$ cat src/pkg/dde_map.vh
// Purpose: constants for the decrement/divide execution datapath
// Assumes: 8-bit core, opcodes as decoded by the core front end
// Notes: included by both design files
`ifndef DDE_MAP_VH
`define DDE_MAP_VH

// opcodes and masks
`define DDE_OP_DEC_ACC 8'h14
`define DDE_OP_DEC_DIR 8'h15
`define DDE_OP_DEC_IND 8'h16
`define DDE_MASK_IND 8'hFE
`define DDE_OP_DEC_REG 8'h18
`define DDE_MASK_REG 8'hF8
`define DDE_OP_DIV 8'h84

// widths and constants
`define DDE_W 8
`define DDE_ONE 8'h01
`define DDE_ZERO 8'h00
`define DDE_ALL_ONES 8'hFF
`define DDE_DIV_CYCLES 4
`define DDE_CNT_W 3
`define DDE_CNT_LAST 3'h3
`define DDE_CNT_ZERO 3'h0
`define DDE_STEPS_PER_CYCLE 2

// operand source codes
`define DDE_SRC_ACC 2'h0
`define DDE_SRC_REG 2'h1
`define DDE_SRC_DIR 2'h2
`define DDE_SRC_IND 2'h3

`endif

$ cat src/dde_div_step.v
// Purpose: two restoring-division steps for the divide sequencer
// Assumes: divisor is non-zero when the result is used
// Notes: purely combinational
`timescale 1ns/1ps
`default_nettype none
`include "dde_map.vh"

module dde_div_step (
  // partial state in
  input wire [7:0] rem_in,
  input wire [7:0] quo_in,
  input wire [7:0] divisor,
  // partial state out
  output reg [7:0] rem_out,
  output reg [7:0] quo_out
);

  reg [8:0] trial;
  reg [7:0] r;
  reg [7:0] q;
  integer i;

  always @*
  begin
    trial = 9'h000;
    r = rem_in;
    q = quo_in;
    for (i = 0; i < `DDE_STEPS_PER_CYCLE; i = i + 1)
    begin
      // shift next dividend bit in from the top of the quotient register
      trial = {r, q[7]};
      q = {q[6:0], 1'b0};
      if (trial >= {1'b0, divisor})
      begin
        trial = trial - {1'b0, divisor};
        q[0] = 1'b1;
      end
      r = trial[7:0];
    end
    rem_out = r;
    quo_out = q;
  end

endmodule

`default_nettype wire

$ cat src/dde_exec.v
// Purpose: execution datapath for byte decrement and unsigned 8x8 divide
// Assumes: the core presents one instruction per start pulse, with operands
//          already fetched; the core writes results back from the *_wr ports
// Notes: one clock cycle stands for one machine cycle
// Operation
// - decrement subtracts one and writes back, zero wrapping to all ones.
// - decrement leaves carry, auxiliary carry and overflow untouched.
// - decrement works on accumulator, working register, direct and indirect bytes.
// - an output-port operand is taken from its output latch, not from pins.
// - accumulator decrement is opcode 0001 0100, one cycle.
// - working-register decrement is 0001 1rrr, one byte, one cycle.
// - direct decrement is 0001 0101 plus an address byte, one cycle.
// - indirect decrement is 0001 011i, one byte, one cycle, via a pointer register.
// - divide treats accumulator and secondary register as unsigned bytes.
// - after divide the accumulator holds quotient, secondary holds remainder.
// - a non-zero divisor clears carry and overflow.
// - a zero divisor sets overflow, clears carry, results undefined.
// - divide is opcode 1000 0100 and takes four machine cycles; here results land five cycles after the start cycle, after four busy cycles.
`timescale 1ns/1ps
`default_nettype none
`include "dde_map.vh"

module dde_exec (
  // clock and reset
  input wire clk,
  input wire reset_n,
  // instruction from decode
  input wire start,
  input wire [7:0] opcode,
  input wire [7:0] direct_addr,
  // operand values from the core
  input wire [7:0] acc_in,
  input wire [7:0] b_in,
  input wire [7:0] working_register_in,
  input wire [7:0] pointer_register0,
  input wire [7:0] pointer_register1,
  input wire [7:0] mem_rdata,
  input wire dir_is_port,
  input wire [7:0] port_latch,
  input wire carry_in,
  input wire aux_carry_in,
  input wire overflow_flag_in,
  // operand addressing toward the core
  output wire [2:0] working_register_sel,
  output wire [7:0] mem_raddr,
  // results
  output reg acc_wr,
  output reg [7:0] acc_out,
  output reg b_wr,
  output reg [7:0] b_out,
  output reg working_register_wr,
  output reg [2:0] working_register_wsel,
  output reg [7:0] working_register_out,
  output reg mem_wr,
  output reg [7:0] mem_waddr,
  output reg [7:0] mem_wdata,
  output reg flags_wr,
  output reg carry_out,
  output reg aux_carry_out,
  output reg overflow_flag_out,
  // sequencing
  output wire busy,
  output reg done,
  output wire illegal
);

  ////////////////////////////////////////////////////////////////////////////
  // decode

  // class code: divide, decrement, or not executed by this block
  function [2:0] dde_decode;
    input [7:0] op;
    begin
      // bit 0: decrement form, bit 1 unused, bit 2 divide
      if (op == `DDE_OP_DIV)
        dde_decode = 3'h4;
      else if (op == `DDE_OP_DEC_ACC || op == `DDE_OP_DEC_DIR
               || (op & `DDE_MASK_IND) == `DDE_OP_DEC_IND
               || (op & `DDE_MASK_REG) == `DDE_OP_DEC_REG)
        dde_decode = 3'h1;
      else
        dde_decode = 3'h0;
    end
  endfunction

  function [1:0] dde_src;
    input [7:0] op;
    begin
      if (op == `DDE_OP_DEC_ACC)
        dde_src = `DDE_SRC_ACC;
      else if (op == `DDE_OP_DEC_DIR)
        dde_src = `DDE_SRC_DIR;
      else if ((op & `DDE_MASK_REG) == `DDE_OP_DEC_REG)
        dde_src = `DDE_SRC_REG;
      else
        dde_src = `DDE_SRC_IND;
    end
  endfunction

  // a start that arrives while busy is dropped without notice;
  // the core is expected to wait for busy to fall
  wire [2:0] cls = dde_decode(opcode);
  wire is_dec = start && cls[0] && !busy;
  wire is_div = start && cls[2] && !busy;
  wire [1:0] src = dde_src(opcode);

  assign illegal = start && (cls == 3'h0);

  ////////////////////////////////////////////////////////////////////////////
  // operand addressing

  wire [7:0] ind_addr = opcode[0] ? pointer_register1 : pointer_register0;

  assign working_register_sel = opcode[2:0];
  assign mem_raddr = (src == `DDE_SRC_DIR) ? direct_addr : ind_addr;

  reg [7:0] dec_operand;

  always @*
  begin
    case (src)
      `DDE_SRC_ACC: dec_operand = acc_in;
      `DDE_SRC_REG: dec_operand = working_register_in;
      // port latch, never the pins, for direct port operands
      `DDE_SRC_DIR: dec_operand = dir_is_port ? port_latch : mem_rdata;
      default: dec_operand = mem_rdata;
    endcase
  end

  // modulo-256 subtract gives the 00 -> FF wrap for free
  wire [7:0] dec_result = dec_operand - `DDE_ONE;

  ////////////////////////////////////////////////////////////////////////////
  // divide sequencer

  localparam ST_IDLE = 2'b01;
  localparam ST_DIV = 2'b10;

  reg [1:0] state_q;
  reg [1:0] state_d;
  reg [`DDE_CNT_W-1:0] cnt_q;
  reg [`DDE_CNT_W-1:0] cnt_d;
  reg [7:0] rem_q;
  reg [7:0] quo_q;
  reg [7:0] dvs_q;
  reg [7:0] rem_d;
  reg [7:0] quo_d;
  reg [7:0] dvs_d;
  wire [7:0] rem_nx;
  wire [7:0] quo_nx;

  // restoring division: the remainder starts at zero and the dividend
  // shifts out of the top of the quotient register as quotient bits enter
  // two quotient bits per cycle so eight bits fit the four cycles
  dde_div_step u_step (
    .rem_in(rem_q),
    .quo_in(quo_q),
    .divisor(dvs_q),
    .rem_out(rem_nx),
    .quo_out(quo_nx)
  );

  assign busy = (state_q == ST_DIV);

  always @*
  begin
    state_d = state_q;
    cnt_d = cnt_q;
    rem_d = rem_q;
    quo_d = quo_q;
    dvs_d = dvs_q;
    case (state_q)
      ST_IDLE:
      begin
        if (is_div)
        begin
          state_d = ST_DIV;
          cnt_d = `DDE_CNT_ZERO;
          rem_d = `DDE_ZERO;
          quo_d = acc_in;
          dvs_d = b_in;
        end
      end
      ST_DIV:
      begin
        rem_d = rem_nx;
        quo_d = quo_nx;
        cnt_d = cnt_q + 3'h1;
        if (cnt_q == `DDE_CNT_LAST)
          state_d = ST_IDLE;
      end
      default:
        state_d = ST_IDLE;
    endcase
  end

  wire div_last = (state_q == ST_DIV) && (cnt_q == `DDE_CNT_LAST);

  always @(posedge clk or negedge reset_n)
  begin
    if (!reset_n)
    begin
      state_q <= ST_IDLE;
      cnt_q <= `DDE_CNT_ZERO;
      rem_q <= `DDE_ZERO;
      quo_q <= `DDE_ZERO;
      dvs_q <= `DDE_ZERO;
    end
    else
    begin
      state_q <= state_d;
      cnt_q <= cnt_d;
      rem_q <= rem_d;
      quo_q <= quo_d;
      dvs_q <= dvs_d;
    end
  end

  ////////////////////////////////////////////////////////////////////////////
  // result registers
  // strobes default low so every write lasts exactly one cycle

  always @(posedge clk or negedge reset_n)
  begin
    if (!reset_n)
    begin
      acc_wr <= 1'b0;
      acc_out <= `DDE_ZERO;
      b_wr <= 1'b0;
      b_out <= `DDE_ZERO;
      working_register_wr <= 1'b0;
      working_register_wsel <= 3'h0;
      working_register_out <= `DDE_ZERO;
      mem_wr <= 1'b0;
      mem_waddr <= `DDE_ZERO;
      mem_wdata <= `DDE_ZERO;
      flags_wr <= 1'b0;
      carry_out <= 1'b0;
      aux_carry_out <= 1'b0;
      overflow_flag_out <= 1'b0;
      done <= 1'b0;
    end
    else
    begin
      acc_wr <= 1'b0;
      b_wr <= 1'b0;
      working_register_wr <= 1'b0;
      mem_wr <= 1'b0;
      flags_wr <= 1'b0;
      done <= 1'b0;
      if (is_dec)
      begin
        done <= 1'b1;
        // flags pass through unchanged and flags_wr stays low
        carry_out <= carry_in;
        aux_carry_out <= aux_carry_in;
        overflow_flag_out <= overflow_flag_in;
        case (src)
          `DDE_SRC_ACC:
          begin
            acc_wr <= 1'b1;
            acc_out <= dec_result;
          end
          `DDE_SRC_REG:
          begin
            working_register_wr <= 1'b1;
            working_register_wsel <= opcode[2:0];
            working_register_out <= dec_result;
          end
          default:
          begin
            mem_wr <= 1'b1;
            mem_waddr <= mem_raddr;
            mem_wdata <= dec_result;
          end
        endcase
      end
      if (div_last)
      begin
        // quotient, remainder and flags all land in one cycle
        done <= 1'b1;
        acc_wr <= 1'b1;
        b_wr <= 1'b1;
        flags_wr <= 1'b1;
        acc_out <= quo_nx;
        b_out <= rem_nx;
        carry_out <= 1'b0;
        aux_carry_out <= aux_carry_in;
        // zero divisor: results are whatever the steps left
        // it still runs all four cycles, so timing never depends on data
        overflow_flag_out <= (dvs_q == `DDE_ZERO);
      end
    end
  end

endmodule

`default_nettype wire

$ cat config.mk
export PLATFORM = sky130hd
export DESIGN_NAME = dde_exec
export DESIGN_NICKNAME = d
export VERILOG_FILES = /design/src/dde_div_step.v /design/src/dde_exec.v
export VERILOG_INCLUDE_DIRS = /design/src /design/src/pkg
export SDC_FILE = /design/constraint.sdc
export NUM_CORES = 1
export LEC_CHECK = 0
export ABC_AREA = 1
export BUFFER_PORTS_ARGS = -buffer_cell sky130_fd_sc_hd__buf_4
export CORE_MARGIN = 4
export CORE_UTILIZATION = 45
export CTS_BUF_LIST = sky130_fd_sc_hd__clkbuf_8
export DETAILED_ROUTE_END_ITERATION = 6
export PLACE_DENSITY = 0.73
export RECOVER_POWER = 50
export SYNTH_ARGS = -nofsm -noshare
export SYNTH_HDL_FRONTEND = slang
export SYNTH_SLANG_ARGS = --single-unit
$ cat constraint.sdc
create_clock -name clk -period 4.3 [get_ports clk]
set_input_delay 0.43 -clock clk [delete_from_list [all_inputs] [get_ports clk]]
set_output_delay 0.43 -clock clk [all_outputs]
set_load 0.01 [all_outputs]
After elaboration in Yosys (flattened, before gate mapping)
Cells that the tools add are included.

Bits in registers: 80. Input port bits: 79.

Add/subtract/negate cells: 4. Reduce and logical (&&, ||, !) cells: 23. Equal/unequal tests: 12. Mux-type cells: 41. Magnitude comparators: 2. Bitwise logic cells: 1.

Operators with widths (number): 8-bit two-way mux (10); 8-bit one-hot mux with 2 select lines (2); 8-bit one-hot mux with 3 select lines (1); 1-bit two-way mux (19); 9-bit by 8-bit >= comparator with 1-bit output (2); 8-bit by 5-bit equality test with 1-bit output, second input constant (2); 8-bit subtractor (2); 2-bit AND reduction (6); 2-bit two-way mux (5); 8-bit equality test, second input constant (1); 8-bit zero test (1); 8-bit by 1-bit subtractor with 8-bit output, second input constant (1); 7-bit by 4-bit equality test with 1-bit output, second input constant (1); 1-bit logical AND (6); 3-bit two-way mux (2); 3-bit one-hot mux with 2 select lines (1); 2-bit nonzero test (3); 5-bit by 2-bit equality test with 1-bit output, second input constant (1); 2-bit by 1-bit equality test with 1-bit output, second input constant (2); 2-bit equality test, second input constant (2); 2-bit one-hot mux with 2 select lines (1); 3-bit by 1-bit adder with 3-bit output, second input constant (1); 3-bit by 2-bit equality test with 1-bit output, second input constant (1); 3-bit zero test (1); other kinds (7) (9).

Longest topological paths before layout
Word-level depth: 10. Depth in mapped cells: 23.

Hierarchy
A second synthesis with hierarchy kept.

Cell total of the unflattened synthesis: 702. Area, all modules: 5173.7 sq um.

By module, submodules not included: dde_exec (seq. area each 2003.2 sq um, instances 1, cells an instance 516, area an instance 4061.4 sq um); dde_div_step (seq. area each 0.0 sq um, instances 1, cells an instance 186, area an instance 1112.3 sq um).

Worst setup path before layout
OpenSTA, ideal clock, no wires.

Kind: register -> register. From: reg rem_q[1]. To: reg rem_q[6]. Data arrival time: 3.173 ns. Cell stages (with the launch flop): 22. Setup time: 0.132 ns. Period minus slack after synthesis: 3.304 ns. Setup slack: 0.996 ns. Cell sequence: dfrtp_1 > ha_1 > a21oi_1 > o21ai_1 > nand2_1 > nand4_1 > buf_2 > o21ai_0 > inv_1 > ha_1 > a21oi_1 > nand2_1 > nand4_1 > nand2_1 > nand2_1 > nand3_1 > nor2_4 > nand2_2 > nand2_1 > nand2_1 > nand2_1 > o21ai_0.

Longest elaborated chain between the ends: 5. Elaborated cells between the ends (all ways): 7. Classes of those cells: add/sub (2); order compare (2); mux (3).

RTL lines: start: declaration (RTL line dde_exec.v:143) `reg [7:0] rem_q;`; start signal: assignment (RTL line dde_exec.v:205) `` rem_q <= `DDE_ZERO; ``; start signal: assignment (RTL line dde_exec.v:213) `rem_q <= rem_d;`; 8-bit subtractor or 9-bit by 8-bit >= comparator with 1-bit output (tied branches) (RTL line dde_div_step.v:35, dde_div_step.v:33); 8-bit two-way mux * (RTL line dde_div_step.v:33) `if (trial >= {1'b0, divisor})`; 8-bit subtractor or 9-bit by 8-bit >= comparator with 1-bit output (tied branches) (RTL line dde_div_step.v:35, dde_div_step.v:33); 8-bit two-way mux * (RTL line dde_div_step.v:33); 8-bit one-hot mux with 2 select lines * (RTL line dde_exec.v:172) `case (state_q)`.

Mark *: on every way between the ends. The rest lies on a longest branch, timed or not. A chain may end at the register's enable or synchronous reset.

Worst setup path in the final report
From: reg dvs_q[2]. To: reg rem_q[6].

Longest elaborated chain between the ends: 5. Elaborated cells between the ends (all ways): 7. Classes of those cells: add/sub (2); order compare (2); mux (3).

RTL lines: start: declaration (RTL line dde_exec.v:145) `reg [7:0] dvs_q;`; start signal: assignment (RTL line dde_exec.v:207) `` dvs_q <= `DDE_ZERO; ``; start signal: assignment (RTL line dde_exec.v:215) `dvs_q <= dvs_d;`; 8-bit subtractor or 9-bit by 8-bit >= comparator with 1-bit output (tied branches) (RTL line dde_div_step.v:35, dde_div_step.v:33); 8-bit two-way mux (RTL line dde_div_step.v:33); 8-bit subtractor or 9-bit by 8-bit >= comparator with 1-bit output (tied branches) (RTL line dde_div_step.v:35, dde_div_step.v:33); 8-bit two-way mux * (RTL line dde_div_step.v:33); 8-bit one-hot mux with 2 select lines * (RTL line dde_exec.v:172).

Marks and branches as above.

==> tab_implementation.tex <==
\begin{tabular}{lr}
\hline
Metric & Value \\
\hline
\multicolumn{2}{l}{\textbf{Yosys}} \\
Mean instance size in the synthesized netlist & 7.52 um\^{}2 \\
Post-Synthesis Cell Area & 4890 um\^{}2 \\
Top cells by instance count after synthesis & 199 x sky130\_fd\_sc\_hd\_\_nand2\_1, 79 x sky130\_fd\_sc\_hd\_\_dfrtp\_1, 78 x sky130\_fd\_sc\_hd\_\_inv\_1 \\
Yosys Warn Count & 0 \\
Fraction of registers with async set or reset after synthesis & 1.00 \\
Instance count of the mapped netlist & 650 \\
Predominant post-synthesis flop cell & sky130\_fd\_sc\_hd\_\_dfrtp\_1 \\
Area share of the largest cell type after synthesis & 0.405 \\
Syn nets & 750 \\
Number of enable-type register cells in the synthesized netlist & 0 \\
Most frequent cell after synthesis & sky130\_fd\_sc\_hd\_\_nand2\_1 \\
Synth area leaders & sky130\_fd\_sc\_hd\_\_dfrtp\_1 40\%, sky130\_fd\_sc\_hd\_\_nand2\_1 15\%, sky130\_fd\_sc\_hd\_\_nand3\_1 6.1\%, sky130\_fd\_sc\_hd\_\_inv\_1 6.0\%, sky130\_fd\_sc\_hd\_\_ha\_1 4.9\% \\
Yosys reg bits & 80 \\
Number of distinct library cell variants in the gate-level netlist after synthesis & 43 \\
Synth area leader & sky130\_fd\_sc\_hd\_\_dfrtp\_1 \\
Sequential share of the synthesized area & 0.410 \\
\multicolumn{2}{l}{\textbf{Die}} \\
Num rows & 37 \\
Core region area & 10500 um\^{}2 \\
Area of the die & 12600 um\^{}2 \\
Die width & 112 um \\
I/O pin total & 144 \\
Vertical die dimension & 112 um \\
Starting Density & 0.467 \\
\multicolumn{2}{l}{\textbf{Worst setup path}} \\
Critical Path End Type & register \\
Critical path fanouts, max & 13 \\
Element type at the critical path start & register \\
CP cell instances & inv\_1 > ha\_1 > a21oi\_1 > o21ai\_1 > nand2\_1 > nand4\_1 > buf\_4 > buf\_4 > o21ai\_0 > inv\_1 > ha\_1 > a21oi\_1 > o21a\_1 > nand2\_1 > nand2\_1 > nand3\_1 > nor2\_4 > nand2\_2 > nand2\_1 > nand2\_1 > nand2\_1 > o21ai\_0 \\
WP data required & 4.53 ns \\
Peak per-stage delay on the critical path & 0.39 ns \\
Cell type of the slowest stage on the worst timing path & sky130\_fd\_sc\_hd\_\_dfrtp\_1 \\
Cell repeated most along the worst path & sky130\_fd\_sc\_hd\_\_nand2\_1 \\
Endpoint arrival time on the critical path & 3.98 ns \\
Cell type group with the largest total delay on the critical path & simple AND/OR/NAND/NOR gates \\
Buffer and inverter count on the worst path & 4 \\
Worst setup path category & reg -> reg \\
\multicolumn{2}{l}{\textbf{Drt}} \\
Via Count & 4895 \\
Drt drc & 0 \\
Starting DRT DRC Count & 373 \\
Per-cell via count in the routed design & 5.25 \\
Antenna Nets Post-Route & 0 \\
Number of iterations in the first detailed-routing pass & 5 \\
Final wirelength & 14800 um \\
Per-cell routed wire length & 15.8 um \\
\multicolumn{2}{l}{\textbf{Timing}} \\
Total count of max-transition violations in the final report & 81 \\
Minimum clock period & 3.75 ns \\
Period utilisation layout & 0.871 \\
Max\_slew headroom & -0.332 \\
Worst Slack Setup Final & 0.553 ns \\
Count of endpoints failing setup in the final report & 0 \\
Worst Tran Pin Value & 2.00 ns \\
Sum Neg Setup Slack & 0 ns \\
Fin Clk Skew & 0.0192 ns \\
Setup repair after global routing missed its margin & no \\
Final hold violation count & 0 \\
Achievable clock frequency & 0.267 GHz \\
Worst slack on hold paths & 0.267 ns \\
\multicolumn{2}{l}{\textbf{CTS}} \\
Bufs on Longest Clock Path & 2 \\
Resized Gates After CTS & 0 \\
Cell at the root of the clock tree & sky130\_fd\_sc\_hd\_\_clkbuf\_8 \\
Clock tree from TritonCTS & built \\
Maximum level of the CTS H-tree & 3 \\
Number of CTS-inserted buffers & 9 \\
CTS Hold Buffers Added & 0 \\
Sinks on Clock Net & 80 \\
Clock insertion delay at the later pin of the skew report & 0.38 ns \\
Clk pin slew, worst setup/hold paths & 0.09 ns \\
\multicolumn{2}{l}{\textbf{Run status}} \\
Run status & finished, violations left \\
Failing checks & capacitance limit, slew limit \\
\multicolumn{2}{l}{\textbf{Placement}} \\
Placement-stage worst setup slack & 0.165 ns \\
Global placer's final weighted congestion & 0.863 \\
Half-perimeter wire length after detailed placement & 11300 um \\
IO Port Bufs & 143 \\
Post-place instance area & 6050 um\^{}2 \\
\multicolumn{2}{l}{\textbf{Power}} \\
Maximum resistive drop on vdd & 0.000204 V \\
Power density over the cells & 386 nW/um\^{}2 \\
Leakage power & 3.11 nW \\
\multicolumn{2}{l}{\textbf{Finish}} \\
Filler Cell Count & 1016 \\
Share of layout cells above drive strength 1 & 0.207 \\
Area grow syn2layout & 26.2\% \\
Final non-filler cell area & 6170 um\^{}2 \\
Final core occ & 0.590 \\
Total inserted antenna cells & 0 \\
Total number of nets in the final design & 891 \\
\multicolumn{2}{l}{\textbf{Global route}} \\
Global-route wire length before repair & 23900 um \\
Initial antenna violation count & 0 \\
Total track usage & 0.234 \\
Sum of overflow across all layers after global routing & 0 \\
Maximum number of pins on one net before global-route repair & 81 \\
Vias in the first global route & 4714 \\
\multicolumn{2}{l}{\textbf{Flow run}} \\
Total of max-cap violations & 1 \\
\multicolumn{2}{l}{\textbf{Min path}} \\
Class of the most critical hold timing path & in -> reg \\
\hline
\end{tabular}
[what timing repair did]
| item | in CTS | in global routing |
|---|---|---|
| hold endpoints to repair | 0 | 0 |
| setup buffers | 0 | 4 |
| endpoints found under the setup margin | 0 | 18 |
[per-stage QoR]
step	total power, mW	cells
2_1_floorplan	1.43	650
3_3_place_gp	1.77	912
3_5_place_dp	1.77	912
4_1_cts	2.39	928
5_1_grt	2.53	932
6_report	2.38	932
[worst register-to-register path, delay by kind of cell (launching register included)]
| kind | cells | cell delay [ns] |
|---|---|---|
| simple gates | 10 | 1.04 |
| buf+inv | 4 | 0.53 |
| compound gates | 6 | 0.98 |
| flops | 1 | 0.39 |
| fa+ha+maj | 2 | 0.66 |
[flip-flops by register name, indices dropped and copies added (netlist names), 2 cells and up]
name and flops:
b_out 8, working_register_out 8, cnt_q 3, quo_q 8, rem_q 8, mem_wdata 8
dvs_q 8, mem_waddr 8, working_register_wsel 3, acc_out 8, state_q 2
[final timing paths]
| check | startpoint | endpoint | slack (ns) | cells past startpoint |
|---|---|---|---|---|
| setup / recovery | dvs_q[2] | rem_q[6] | 0.55 | 22 |
| hold / removal | aux_carry_in | aux_carry_out | 0.27 | 3 |
| setup reg to reg | dvs_q[2] | rem_q[6] | 0.55 | 22 |
| hold reg to reg | cnt_q[0] | cnt_q[0] | 0.48 | 1 |
| max in group asynchronous | reset_n | b_out[3] | 2.50 | 1 |
| min in group asynchronous | reset_n | mem_waddr[5] | 0.61 | 1 |
[power breakdown]
part / internal (mW) / total (mW) / switching (mW)
sequential: 0.863 / 0.941 / 0.0780
clock: 0.282 / 0.610 / 0.328
combinational: 0.341 / 0.828 / 0.487
total: 1.49 / 2.38 / 0.893
[final cells by class]
| cell class | count | area, um^2 | area share |
|---|---|---|---|
| multi-input combinational | 465 | 2460 | 0.399 |
| timing repair buffer | 149 | 996 | 0.161 |
| clock inverter | 7 | 87.6 | 0.0142 |
| inverter | 86 | 325 | 0.0527 |
| tap | 136 | 170 | 0.0276 |
| clock buffer | 9 | 124 | 0.0201 |
| sequential | 80 | 2000 | 0.325 |
[cell usage in the layout (no fill, tap or decap), drive strengths merged, types with 2 or more instances in the layout]
master / n
a21oi: 17
a22o: 2
a31oi: 8
buf: 116
clkbuf: 42
clkinv: 5
dfrtp: 79
fa: 2
ha: 19
inv: 87
mux2: 8
nand2: 200
nand3: 62
nand4: 10
nor2: 50
nor3: 7
o211ai: 9
o21ai: 45
o221ai: 3
o22ai: 3
xnor2: 6
xor2: 6
[metal layers]
metal	wire, um	track usage	up-vias
met5	0	0	-
met4	249	0.0697	0
met3	1090	0.0367	23
met2	6490	0.344	210
met1	6940	0.354	2272
li1	-	-	2390
[cell families (layout without fill, tap and decap cells)]
| family | after synthesis | in the layout | synth area share |
|---|---|---|---|
| adders and majority gates | 21 | 21 | 0.0568 |
| muxes | 8 | 8 | 0.0184 |
| AOI/OAI and AO/OA | 92 | 92 | 0.112 |
| buffers and inverters | 105 | 251 | 0.0863 |
| DFF | 80 | 80 | 0.410 |
| xor gates and xnor gates | 12 | 12 | 0.0215 |
| and+or+nand+nor | 332 | 332 | 0.295 |
Power figures use the tool's default switching activity.
